## src/shared/shift_in_pkg.sv

```systemverilog
// constants, register map and state type of the synchronous serial shift-in receiver
package shift_in_pkg;

    // ==========================================================
    // register bus
    localparam int ADDR_W = 8;
    localparam logic [7:0] CTRL_OFFSET = 8'h00;
    localparam logic [7:0] STATUS_OFFSET = 8'h04;
    localparam logic [7:0] DATA_OFFSET = 8'h08;
    localparam logic [2:0] COUNT_PAGE = 3'h1;
    localparam logic [1:0] RESP_OKAY = 2'h0;
    localparam logic [1:0] RESP_SLVERR = 2'h2;

    // ==========================================================
    // control field positions (all inside byte lane 0)
    localparam int CTRL_START_BIT = 0;
    localparam int CTRL_MODE_LSB = 1;
    localparam int CTRL_NDEST_LSB = 4;
    localparam logic [1:0] CTRL_MODE_RESET = 2'h0;
    localparam logic [2:0] CTRL_NDEST_RESET = 3'h0;

    // status field positions
    localparam int STATUS_BUSY_BIT = 0;
    localparam int STATUS_AVAIL_BIT = 1;
    localparam int STATUS_FULL_BIT = 2;

    // ==========================================================
    // modes: bit 0 selects lsb first, bit 1 selects sampling after the pulse
    localparam logic [1:0] MODE_MSB_FIRST_SAMPLE_BEFORE = 2'h0;
    localparam logic [1:0] MODE_LSB_FIRST_SAMPLE_BEFORE = 2'h1;
    localparam logic [1:0] MODE_MSB_FIRST_SAMPLE_AFTER = 2'h2;
    localparam logic [1:0] MODE_LSB_FIRST_SAMPLE_AFTER = 2'h3;
    localparam int MODE_LSB_FIRST_BIT = 0;
    localparam int MODE_SAMPLE_AFTER_BIT = 1;

    // ==========================================================
    // destination list
    localparam int NUM_DEST = 8;
    localparam int DATA_W = 16;
    localparam logic [4:0] COUNT_RESET = 5'h00;
    localparam logic [4:0] BITS_DEFAULT = 5'h08;
    localparam logic [4:0] BITS_MAX = 5'h10;
    localparam int FIFO_DEPTH = 32;

    // ==========================================================
    // timing
    localparam int CLK_PERIOD_NS = 20;
    localparam int T_HIGH_NS = 14000;
    localparam int T_LOW_NS = 46000;
    localparam int HIGH_CYCLES = (T_HIGH_NS + CLK_PERIOD_NS - 1) / CLK_PERIOD_NS;
    localparam int LOW_CYCLES = (T_LOW_NS + CLK_PERIOD_NS - 1) / CLK_PERIOD_NS;
    localparam logic [11:0] HIGH_LOAD = 12'(HIGH_CYCLES - 1);
    localparam logic [11:0] LOW_LOAD = 12'(LOW_CYCLES - 1);

    typedef enum logic [2:0] {
        ST_IDLE,
        ST_SETUP,
        ST_BIT,
        ST_HIGH,
        ST_LOW,
        ST_PUSH
    } shift_state_type;

endpackage

```

## src/hw/shift_fifo.sv

```systemverilog
// first-in first-out buffer with valid and ready on both sides
`timescale 1ns/1ps
`default_nettype none

module shift_fifo #(
    parameter int WIDTH = 16,
    parameter int DEPTH = 32
) (
    input wire logic clk_sys,
    input wire logic resetn,
    input wire logic ce,
    input wire logic in_valid,
    output logic in_ready,
    input wire logic [WIDTH-1:0] in_data,
    output logic out_valid,
    input wire logic out_ready,
    output logic [WIDTH-1:0] out_data
);

    localparam int PW = $clog2(DEPTH);

    // ==========================================================
    // state
    typedef struct packed {
        logic [DEPTH-1:0][WIDTH-1:0] mem;
        logic [PW:0] wptr;
        logic [PW:0] rptr;
    } fifo_state_type;

    fifo_state_type s_reg, s_next;
    logic full;
    logic empty;

    assign empty = (s_reg.wptr == s_reg.rptr);
    assign full = (s_reg.wptr[PW] != s_reg.rptr[PW]) && (s_reg.wptr[PW-1:0] == s_reg.rptr[PW-1:0]);
    // frozen clock enable must also block both handshakes
    assign in_ready = ce && !full;
    assign out_valid = ce && !empty;
    assign out_data = s_reg.mem[s_reg.rptr[PW-1:0]];

    // ==========================================================
    // next state
    always_comb begin
        s_next = s_reg;
        if (in_valid && in_ready) begin
            s_next.mem[s_reg.wptr[PW-1:0]] = in_data;
            s_next.wptr = s_reg.wptr + 1'b1;
        end
        if (out_valid && out_ready) begin
            s_next.rptr = s_reg.rptr + 1'b1;
        end
    end

    always_ff @(posedge clk_sys or negedge resetn) begin
        if (!resetn) begin
            s_reg <= '0;
        end else if (ce) begin
            s_reg <= s_next;
        end
    end

endmodule

`default_nettype wire

```

## src/hw/sync_serial_shift_in.sv

```systemverilog
// synchronous serial shift-in receiver with an axi4-lite register slave
// How it works
// at the start of a transfer the data pin is released to input so the peripheral drives it.
// the clock pin is driven as an output through the whole transfer.
// the clock is first driven low and the data pin made input, and only then do samples and pulses begin.
// sample-before modes capture the data pin and then issue one clock pulse per bit.
// sample-after modes issue one clock pulse and then capture the data pin per bit.
// one sample and one pulse are made per requested bit, so pulses equal bits, then the transfer ends.
// mode 0 is msb first sampled before the pulse and mode 1 is lsb first sampled before the pulse.
// mode 2 is msb first sampled after the pulse and mode 3 is lsb first sampled after the pulse.
// each destination takes 1 to 16 bits, and a count of zero means the default of 8.
// the clock stays high about 14 us and low about 46 us per bit.
// a list of destinations with their own counts is filled in list order, one result word each.
// the peripheral presents its next bit on its own chosen clock edge.
// each pulse is a high phase then a return low, so the clock idles low between bits and after.
// msb first puts the first bit at the top of the requested width, lsb first puts it in bit zero.
`timescale 1ns/1ps
`default_nettype none

module sync_serial_shift_in
    import shift_in_pkg::*;
(
    input wire logic clk_sys,
    input wire logic resetn,
    input wire logic ce,
    input wire logic [ADDR_W-1:0] s_axi_awaddr,
    input wire logic s_axi_awvalid,
    output logic s_axi_awready,
    input wire logic [31:0] s_axi_wdata,
    input wire logic [3:0] s_axi_wstrb,
    input wire logic s_axi_wvalid,
    output logic s_axi_wready,
    output logic [1:0] s_axi_bresp,
    output logic s_axi_bvalid,
    input wire logic s_axi_bready,
    input wire logic [ADDR_W-1:0] s_axi_araddr,
    input wire logic s_axi_arvalid,
    output logic s_axi_arready,
    output logic [31:0] s_axi_rdata,
    output logic [1:0] s_axi_rresp,
    output logic s_axi_rvalid,
    input wire logic s_axi_rready,
    output logic sclk_out,
    output logic sclk_oe,
    input wire logic sdata_in,
    output logic sdata_out,
    output logic sdata_oe
);

    // ==========================================================
    // state
    typedef struct packed {
        shift_state_type st;
        logic [1:0] mode;
        logic [2:0] last_dest;
        logic [2:0] dest;
        logic [4:0] bits_left;
        logic [3:0] bit_idx;
        logic [DATA_W-1:0] acc;
        logic [11:0] timer;
        logic sclk;
        logic sclk_oe;
        logic sdata_oe;
        logic [1:0] sync;
        logic [1:0] ctrl_mode;
        logic [2:0] ctrl_ndest;
        logic [NUM_DEST-1:0][4:0] counts;
        logic aw_got;
        logic [ADDR_W-1:0] awaddr;
        logic w_got;
        logic [7:0] wdata;
        logic wlane0;
        logic bvalid;
        logic [1:0] bresp;
        logic rvalid;
        logic [31:0] rdata;
        logic [1:0] rresp;
    } shift_in_state_type;

    shift_in_state_type s_reg, s_next;

    logic fifo_in_valid;
    logic fifo_in_ready;
    logic fifo_out_valid;
    logic fifo_out_ready;
    logic [DATA_W-1:0] fifo_out_data;
    logic ar_take;
    logic data_bit;

    // ==========================================================
    // buffer between the shifter and software
    shift_fifo #(
        .WIDTH(DATA_W),
        .DEPTH(FIFO_DEPTH)
    ) u_fifo (
        .clk_sys(clk_sys),
        .resetn(resetn),
        .ce(ce),
        .in_valid(fifo_in_valid),
        .in_ready(fifo_in_ready),
        .in_data(s_reg.acc),
        .out_valid(fifo_out_valid),
        .out_ready(fifo_out_ready),
        .out_data(fifo_out_data)
    );

    // ==========================================================
    // outputs
    assign s_axi_awready = ce && !s_reg.aw_got;
    assign s_axi_wready = ce && !s_reg.w_got;
    assign s_axi_arready = ce && !s_reg.rvalid;
    assign s_axi_bvalid = s_reg.bvalid;
    assign s_axi_bresp = s_reg.bresp;
    assign s_axi_rvalid = s_reg.rvalid;
    assign s_axi_rdata = s_reg.rdata;
    assign s_axi_rresp = s_reg.rresp;
    assign sclk_out = s_reg.sclk;
    assign sclk_oe = s_reg.sclk_oe;
    assign sdata_oe = s_reg.sdata_oe;
    assign sdata_out = 1'b0;

    assign ar_take = s_axi_arvalid && s_axi_arready;
    // reading the data word pops it, so a read of an empty buffer pops nothing
    assign fifo_out_ready = ar_take && (s_axi_araddr == DATA_OFFSET);
    assign fifo_in_valid = (s_reg.st == ST_PUSH);
    // second synchroniser stage only
    assign data_bit = s_reg.sync[1];

    // 0 means not supplied, above 16 is held at 16
    function automatic logic [4:0] bits_of(input logic [4:0] count);
        logic [4:0] b;
        b = count;
        if (count == 5'h00) begin
            b = BITS_DEFAULT;
        end else if (count > BITS_MAX) begin
            b = BITS_MAX;
        end
        return b;
    endfunction

    // one received bit folded into the word
    function automatic logic [DATA_W-1:0] capture(
        input logic [DATA_W-1:0] acc,
        input logic [1:0] mode,
        input logic [3:0] idx,
        input logic bit_in
    );
        logic [DATA_W-1:0] r;
        r = acc;
        if (mode[MODE_LSB_FIRST_BIT]) begin
            r[idx] = bit_in;
        end else begin
            r = {acc[DATA_W-2:0], bit_in};
        end
        return r;
    endfunction

    // ==========================================================
    // next state
    always_comb begin
        s_next = s_reg;
        s_next.sync = {s_reg.sync[0], sdata_in};

        // ---- write channel ----
        if (s_axi_awvalid && s_axi_awready) begin
            s_next.aw_got = 1'b1;
            s_next.awaddr = s_axi_awaddr;
        end
        if (s_axi_wvalid && s_axi_wready) begin
            s_next.w_got = 1'b1;
            s_next.wdata = s_axi_wdata[7:0];
            s_next.wlane0 = s_axi_wstrb[0];
        end
        if (s_reg.bvalid && s_axi_bready) begin
            s_next.bvalid = 1'b0;
        end
        if (s_reg.aw_got && s_reg.w_got && !s_reg.bvalid) begin
            s_next.aw_got = 1'b0;
            s_next.w_got = 1'b0;
            s_next.bvalid = 1'b1;
            s_next.bresp = RESP_OKAY;
            if (s_reg.awaddr == CTRL_OFFSET) begin
                if (s_reg.wlane0) begin
                    s_next.ctrl_mode = s_reg.wdata[CTRL_MODE_LSB +: 2];
                    s_next.ctrl_ndest = s_reg.wdata[CTRL_NDEST_LSB +: 3];
                    // a start while busy is dropped; the running list is not disturbed
                    if (s_reg.wdata[CTRL_START_BIT] && s_reg.st == ST_IDLE) begin
                        s_next.st = ST_SETUP;
                        s_next.mode = s_reg.wdata[CTRL_MODE_LSB +: 2];
                        s_next.last_dest = s_reg.wdata[CTRL_NDEST_LSB +: 3];
                        s_next.dest = 3'h0;
                        s_next.sclk = 1'b0;
                        s_next.sclk_oe = 1'b1;
                        s_next.sdata_oe = 1'b0;
                        s_next.timer = LOW_LOAD;
                    end
                end
            end else if (s_reg.awaddr[7:5] == COUNT_PAGE && s_reg.awaddr[1:0] == 2'h0) begin
                if (s_reg.wlane0) begin
                    s_next.counts[s_reg.awaddr[4:2]] = s_reg.wdata[4:0];
                end
            end else if (s_reg.awaddr != STATUS_OFFSET && s_reg.awaddr != DATA_OFFSET) begin
                s_next.bresp = RESP_SLVERR;
            end
        end

        // ---- read channel ----
        if (s_reg.rvalid && s_axi_rready) begin
            s_next.rvalid = 1'b0;
        end
        if (ar_take) begin
            s_next.rvalid = 1'b1;
            s_next.rresp = RESP_OKAY;
            s_next.rdata = 32'h0000_0000;
            if (s_axi_araddr == CTRL_OFFSET) begin
                s_next.rdata[CTRL_MODE_LSB +: 2] = s_reg.ctrl_mode;
                s_next.rdata[CTRL_NDEST_LSB +: 3] = s_reg.ctrl_ndest;
            end else if (s_axi_araddr == STATUS_OFFSET) begin
                s_next.rdata[STATUS_BUSY_BIT] = (s_reg.st != ST_IDLE);
                s_next.rdata[STATUS_AVAIL_BIT] = fifo_out_valid;
                s_next.rdata[STATUS_FULL_BIT] = !fifo_in_ready;
            end else if (s_axi_araddr == DATA_OFFSET) begin
                if (fifo_out_valid) begin
                    s_next.rdata[DATA_W-1:0] = fifo_out_data;
                end
            end else if (s_axi_araddr[7:5] == COUNT_PAGE && s_axi_araddr[1:0] == 2'h0) begin
                s_next.rdata[4:0] = s_reg.counts[s_axi_araddr[4:2]];
            end else begin
                s_next.rresp = RESP_SLVERR;
            end
        end

        // ---- shifter ----
        case (s_reg.st)
            ST_IDLE: begin
                s_next.sclk = 1'b0;
            end
            ST_SETUP: begin
                // clock held low one full low phase before the first bit
                if (s_reg.timer == 12'h000) begin
                    s_next.bits_left = bits_of(s_reg.counts[s_reg.dest]);
                    s_next.bit_idx = 4'h0;
                    s_next.acc = '0;
                    s_next.st = ST_BIT;
                end else begin
                    s_next.timer = s_reg.timer - 12'h001;
                end
            end
            ST_BIT: begin
                if (!s_reg.mode[MODE_SAMPLE_AFTER_BIT]) begin
                    s_next.acc = capture(s_reg.acc, s_reg.mode, s_reg.bit_idx, data_bit);
                    s_next.bit_idx = s_reg.bit_idx + 4'h1;
                end
                s_next.sclk = 1'b1;
                s_next.timer = HIGH_LOAD;
                s_next.st = ST_HIGH;
            end
            ST_HIGH: begin
                if (s_reg.timer == 12'h000) begin
                    s_next.sclk = 1'b0;
                    s_next.timer = LOW_LOAD;
                    s_next.st = ST_LOW;
                end else begin
                    s_next.timer = s_reg.timer - 12'h001;
                end
            end
            ST_LOW: begin
                if (s_reg.timer == 12'h000) begin
                    if (s_reg.mode[MODE_SAMPLE_AFTER_BIT]) begin
                        s_next.acc = capture(s_reg.acc, s_reg.mode, s_reg.bit_idx, data_bit);
                        s_next.bit_idx = s_reg.bit_idx + 4'h1;
                    end
                    s_next.bits_left = s_reg.bits_left - 5'h01;
                    s_next.st = (s_reg.bits_left == 5'h01) ? ST_PUSH : ST_BIT;
                end else begin
                    s_next.timer = s_reg.timer - 12'h001;
                end
            end
            ST_PUSH: begin
                // a full buffer stalls here with the clock low, no bit is lost
                if (fifo_in_ready) begin
                    if (s_reg.dest == s_reg.last_dest) begin
                        s_next.st = ST_IDLE;
                    end else begin
                        s_next.dest = s_reg.dest + 3'h1;
                        s_next.bits_left = bits_of(s_reg.counts[s_reg.dest + 3'h1]);
                        s_next.bit_idx = 4'h0;
                        s_next.acc = '0;
                        s_next.st = ST_BIT;
                    end
                end
            end
            default: begin
                s_next.st = ST_IDLE;
                s_next.sclk = 1'b0;
            end
        endcase
    end

    // ==========================================================
    // registers
    always_ff @(posedge clk_sys or negedge resetn) begin
        if (!resetn) begin
            s_reg <= '0;
            s_reg.st <= ST_IDLE;
            s_reg.ctrl_mode <= CTRL_MODE_RESET;
            s_reg.ctrl_ndest <= CTRL_NDEST_RESET;
            s_reg.counts <= {NUM_DEST{COUNT_RESET}};
        end else if (ce) begin
            s_reg <= s_next;
        end
    end

endmodule

`default_nettype wire

```

## config.mk

```make
export PLATFORM = sky130hd
export DESIGN_NAME = sync_serial_shift_in
export DESIGN_NICKNAME = d
export VERILOG_FILES = /design/src/shared/shift_in_pkg.sv /design/src/hw/shift_fifo.sv /design/src/hw/sync_serial_shift_in.sv
export SDC_FILE = /design/constraint.sdc
export NUM_CORES = 1
export LEC_CHECK = 0
export ABC_AREA = 1
export ABC_CLOCK_PERIOD_IN_PS = 5700
export BUFFER_PORTS_ARGS = -buffer_cell sky130_fd_sc_hd__buf_2
export CAP_MARGIN = 20
export CORE_ASPECT_RATIO = 0.7
export CORE_MARGIN = 1
export CORE_UTILIZATION = 40
export DETAILED_ROUTE_END_ITERATION = 6
export GPL_ROUTABILITY_DRIVEN = 0
export SETUP_SLACK_MARGIN = 0.15
export SYNTH_ARGS = -nofsm -noshare
export SYNTH_HDL_FRONTEND = slang
export SYNTH_SLANG_ARGS = --single-unit
```

## constraint.sdc

```tcl
create_clock -name clk_sys -period 5.7 [get_ports clk_sys]
set_input_delay 0 -clock clk_sys [delete_from_list [all_inputs] [get_ports clk_sys]]
set_output_delay 0 -clock clk_sys [all_outputs]
set_load 0.01 [all_outputs]
```

==> results.txt <==
Required time of the critical path - 6.18 ns
Synth unique cells - 47
Ranking of synthesized cells by area - dfrtp_1 51%, nand2_1 11%, o21ai_0 10%
Worst-path maximum fanout - 143
Top FF cell, synth - dfrtp_1
Area Growth Syn to Fin - 10.4%
Vias in the first global route - 24,248
H-tree Lvls - 3
Largest stage delay, worst path - 0.66 ns
Fmax - 307 MHz
CTS tree - done
Share of power burned in registers - 44.0%
Most common cell after layout, fill and taps aside - nand2_1
Num CTS Buffers - 66
Starting Density - 40.4%
Slew headroom - 26.5%
Sw Pwr - 3.67 mW
Initial antenna violation count - 1
Internal power - 8.24 mW
Ant. Diodes - 0
Max Clock Skew - 0.0201 ns
Vias/cell - 5.34
# DRC - 0
Clk_lat worst skew - 0.62 ns
First-pass GRT wire length - 149,000 um
CTS clk-pin slew, worst paths - 0.06 ns
Row Count - 87
Final hold vios - 0
Gate Count Post-Synth - 4,021
Number of fill cells - 7,971
Vias - 27,020
Number of flip-flops in the largest register - 524
RSZ-0062 raised after global routing - no
Post-cts resize count - 0
Type of the worst setup path - register to register
Fraction of layout cells with a size suffix above 1 - 7.28%
CP arrival - 3.73 ns
Slowest cell on the critical path - buf_4
Top cell type by total area after synthesis - dfrtp_1
Most frequent cells in the layout - 979 x nand2_1, 660 x o21ai_0, 656 x dfrtp_1, 345 x inv_1, 186 x nand3_1
Post-synth EDFFs - 0
Sequential area share after synthesis - 50.7%
Final core occ - 44.6%
Outcome - completed
Post-synth top area share - 50.7%
IO Port Bufs - 57
DR WL/cell - 19.2 um
Crit. End Element - register
Syn Area/Cell - 8.09 um2
Period minus WS final - 3.25 ns
Synth async-reset ratio - 100%
GRT Total Usage - 23.5%
VDD IR max - 189 uV
Leakage power - 16.4 nW
CP startpoint kind - register
CP top delay family - buffers and inverters
Die Wd - 343 um
Power Density - 332 mW/mm2
Die height - 241 um
Maxcap violations - 0
IO Pins - 106
Die area - 0.0825 mm2
Setup-failing EPs final - 0
Core Box Area - 0.0806 mm2
CP dominant cell by count - nand3_1
Clk buf depth - 3
Post-DRT Antenna Nets - 0
HP Class - input pin to register
DP Wirelength - 60,500 um
Initial DRC count - 3,032
Setup_tns - 0 ns
First-pass DRT Iterations - 7
Crit path buf inv count - 2
Clock group share of total power - 37.5%
Yosys reg bits - 659
CTS root buffer - clkbuf_16
Slew Limit Fails - 0
Switching part of the total - 30.8%
Logic pwr share - 18.5%
Worst-Margin Slew - 1.10 ns
Ys Warns - 0
Largest net degree at the start of global routing - 185
Cell Chain, Critical Path - buf_12, buf_4, a21oi_1, o21ai_0, nand3_1, nand3_1, nand4_1, nand3_1, a21boi_0
GR Overflow Total - 0
Final net count - 4,022
Tcrit/Tclk final - 57.1%
Final Routed Wirelength - 97,200 um
Sink Count - 659
Mapped Area - 0.0325 mm2
==> final timing paths <==
path / start / endpoint / slack [ns] / cells past startpoint
setup / recovery: u_fifo.s_reg[0]$_DFFE_PN0P_ / s_axi_rdata[5]$_DFFE_PN0P_ / 2.45 / 9
hold / removal: s_axi_araddr[0] / s_axi_rdata[6]$_DFFE_PN0P_ / 0.05 / 6
setup reg to reg: u_fifo.s_reg[0]$_DFFE_PN0P_ / s_axi_rdata[5]$_DFFE_PN0P_ / 2.45 / 9
hold reg to reg: sclk_oe$_DFFE_PN0P_ / sclk_oe$_DFFE_PN0P_ / 0.48 / 2
max in group asynchronous: resetn / s_reg[77]$_DFFE_PN0P_ / 4.17 / 3
min in group asynchronous: resetn / u_fifo.s_reg[88]$_DFFE_PN0P_ / 0.06 / 2
==> tightest hold or removal path, stage by stage <==
cell and delay (ns):
buf_2 0.07, nor2_1 0.06, inv_1 0.09, nor3_1 0.15, a21oi_1 0.15, a21boi_0 0.09
==> metrics by stage <==
step                hold slack [ns]  cells  instance area [um2]  setup WS, ns  total power [mW]
finish                       0.0503   5064                35900          2.45              11.9
global route                 0.0942   5064                35900          2.29              12.5
CTS                          0.0102   5064                35900          2.47              11.9
detailed placement            0.134   4911                33300          2.49              7.42
global placement              0.137   4911                33300          2.57              7.40
floorplan                    -0.296   4040                32600          3.89              6.72
==> synthesized netlist by cell type (all sizes together) (4+ instances only) <==
| library cell | number |
|---|---|
| inv | 357 |
| clkinv | 4 |
| nand3 | 188 |
| xnor2 | 10 |
| a211oi | 7 |
| o22ai | 9 |
| mux2 | 7 |
| a21oi | 162 |
| clkbuf | 146 |
| ha | 14 |
| nor3 | 13 |
| nand4 | 33 |
| o21ai | 713 |
| buf | 178 |
| nand2 | 989 |
| dfrtp | 659 |
| o221ai | 7 |
| xor2 | 15 |
| o21a | 160 |
| nor2 | 205 |
| o211ai | 120 |
| a31oi | 5 |
==> area by class of cell <==
| cell class | count | area (um2) | share of cell area (%) |
|---|---|---|---|
| Clock buffer | 108 | 2130 | 5.93 |
| Clock inverter | 9 | 80.1 | 0.223 |
| Timing Repair Buffer | 163 | 1260 | 3.50 |
| Inverter | 361 | 1360 | 3.80 |
| Tap cell | 1068 | 1340 | 3.72 |
| Multi-Input combinational cell | 2696 | 13200 | 36.9 |
| Sequential cell | 659 | 16500 | 46.0 |
==> kinds of logic after synthesis <==
kind of cell,after synthesis,synth area share [%]
compound gates,1199,21.0
xor+xnor,25,0.673
fa+ha+maj,14,0.539
buf+inv,685,8.85
flops,659,50.7
mux,7,0.242
other cells,1,0.0115
simple gates,1431,18.0
==> power by group through the flow <==
stage                     Clock (mW)  Combinational [mW]  Sequential, mW
after floorplan                    0                1.51            5.21
after detailed placement           0                2.11            5.31
after global routing            4.74                2.45            5.28
final                           4.47                2.20            5.24
after CTS                       4.56                2.15            5.23
after global placement             0                2.09            5.31
==> per-layer routing <==
layer / part of all wire (%) / global-route usage (%) / vias up
met5: 0 / 0 / -
met4: 1.8 / 5.32 / 0
met3: 8.0 / 4.61 / 110
met2: 40 / 32.2 / 922
met1: 50 / 37.3 / 12941
li1: - / - / 13047
==> timing repair <==
action,CTS,global route
endpoints found under the hold margin,154,0
hold buffers,36,0
setup buffers,0,0
No activity file was read; power rests on OpenSTA's default activity.
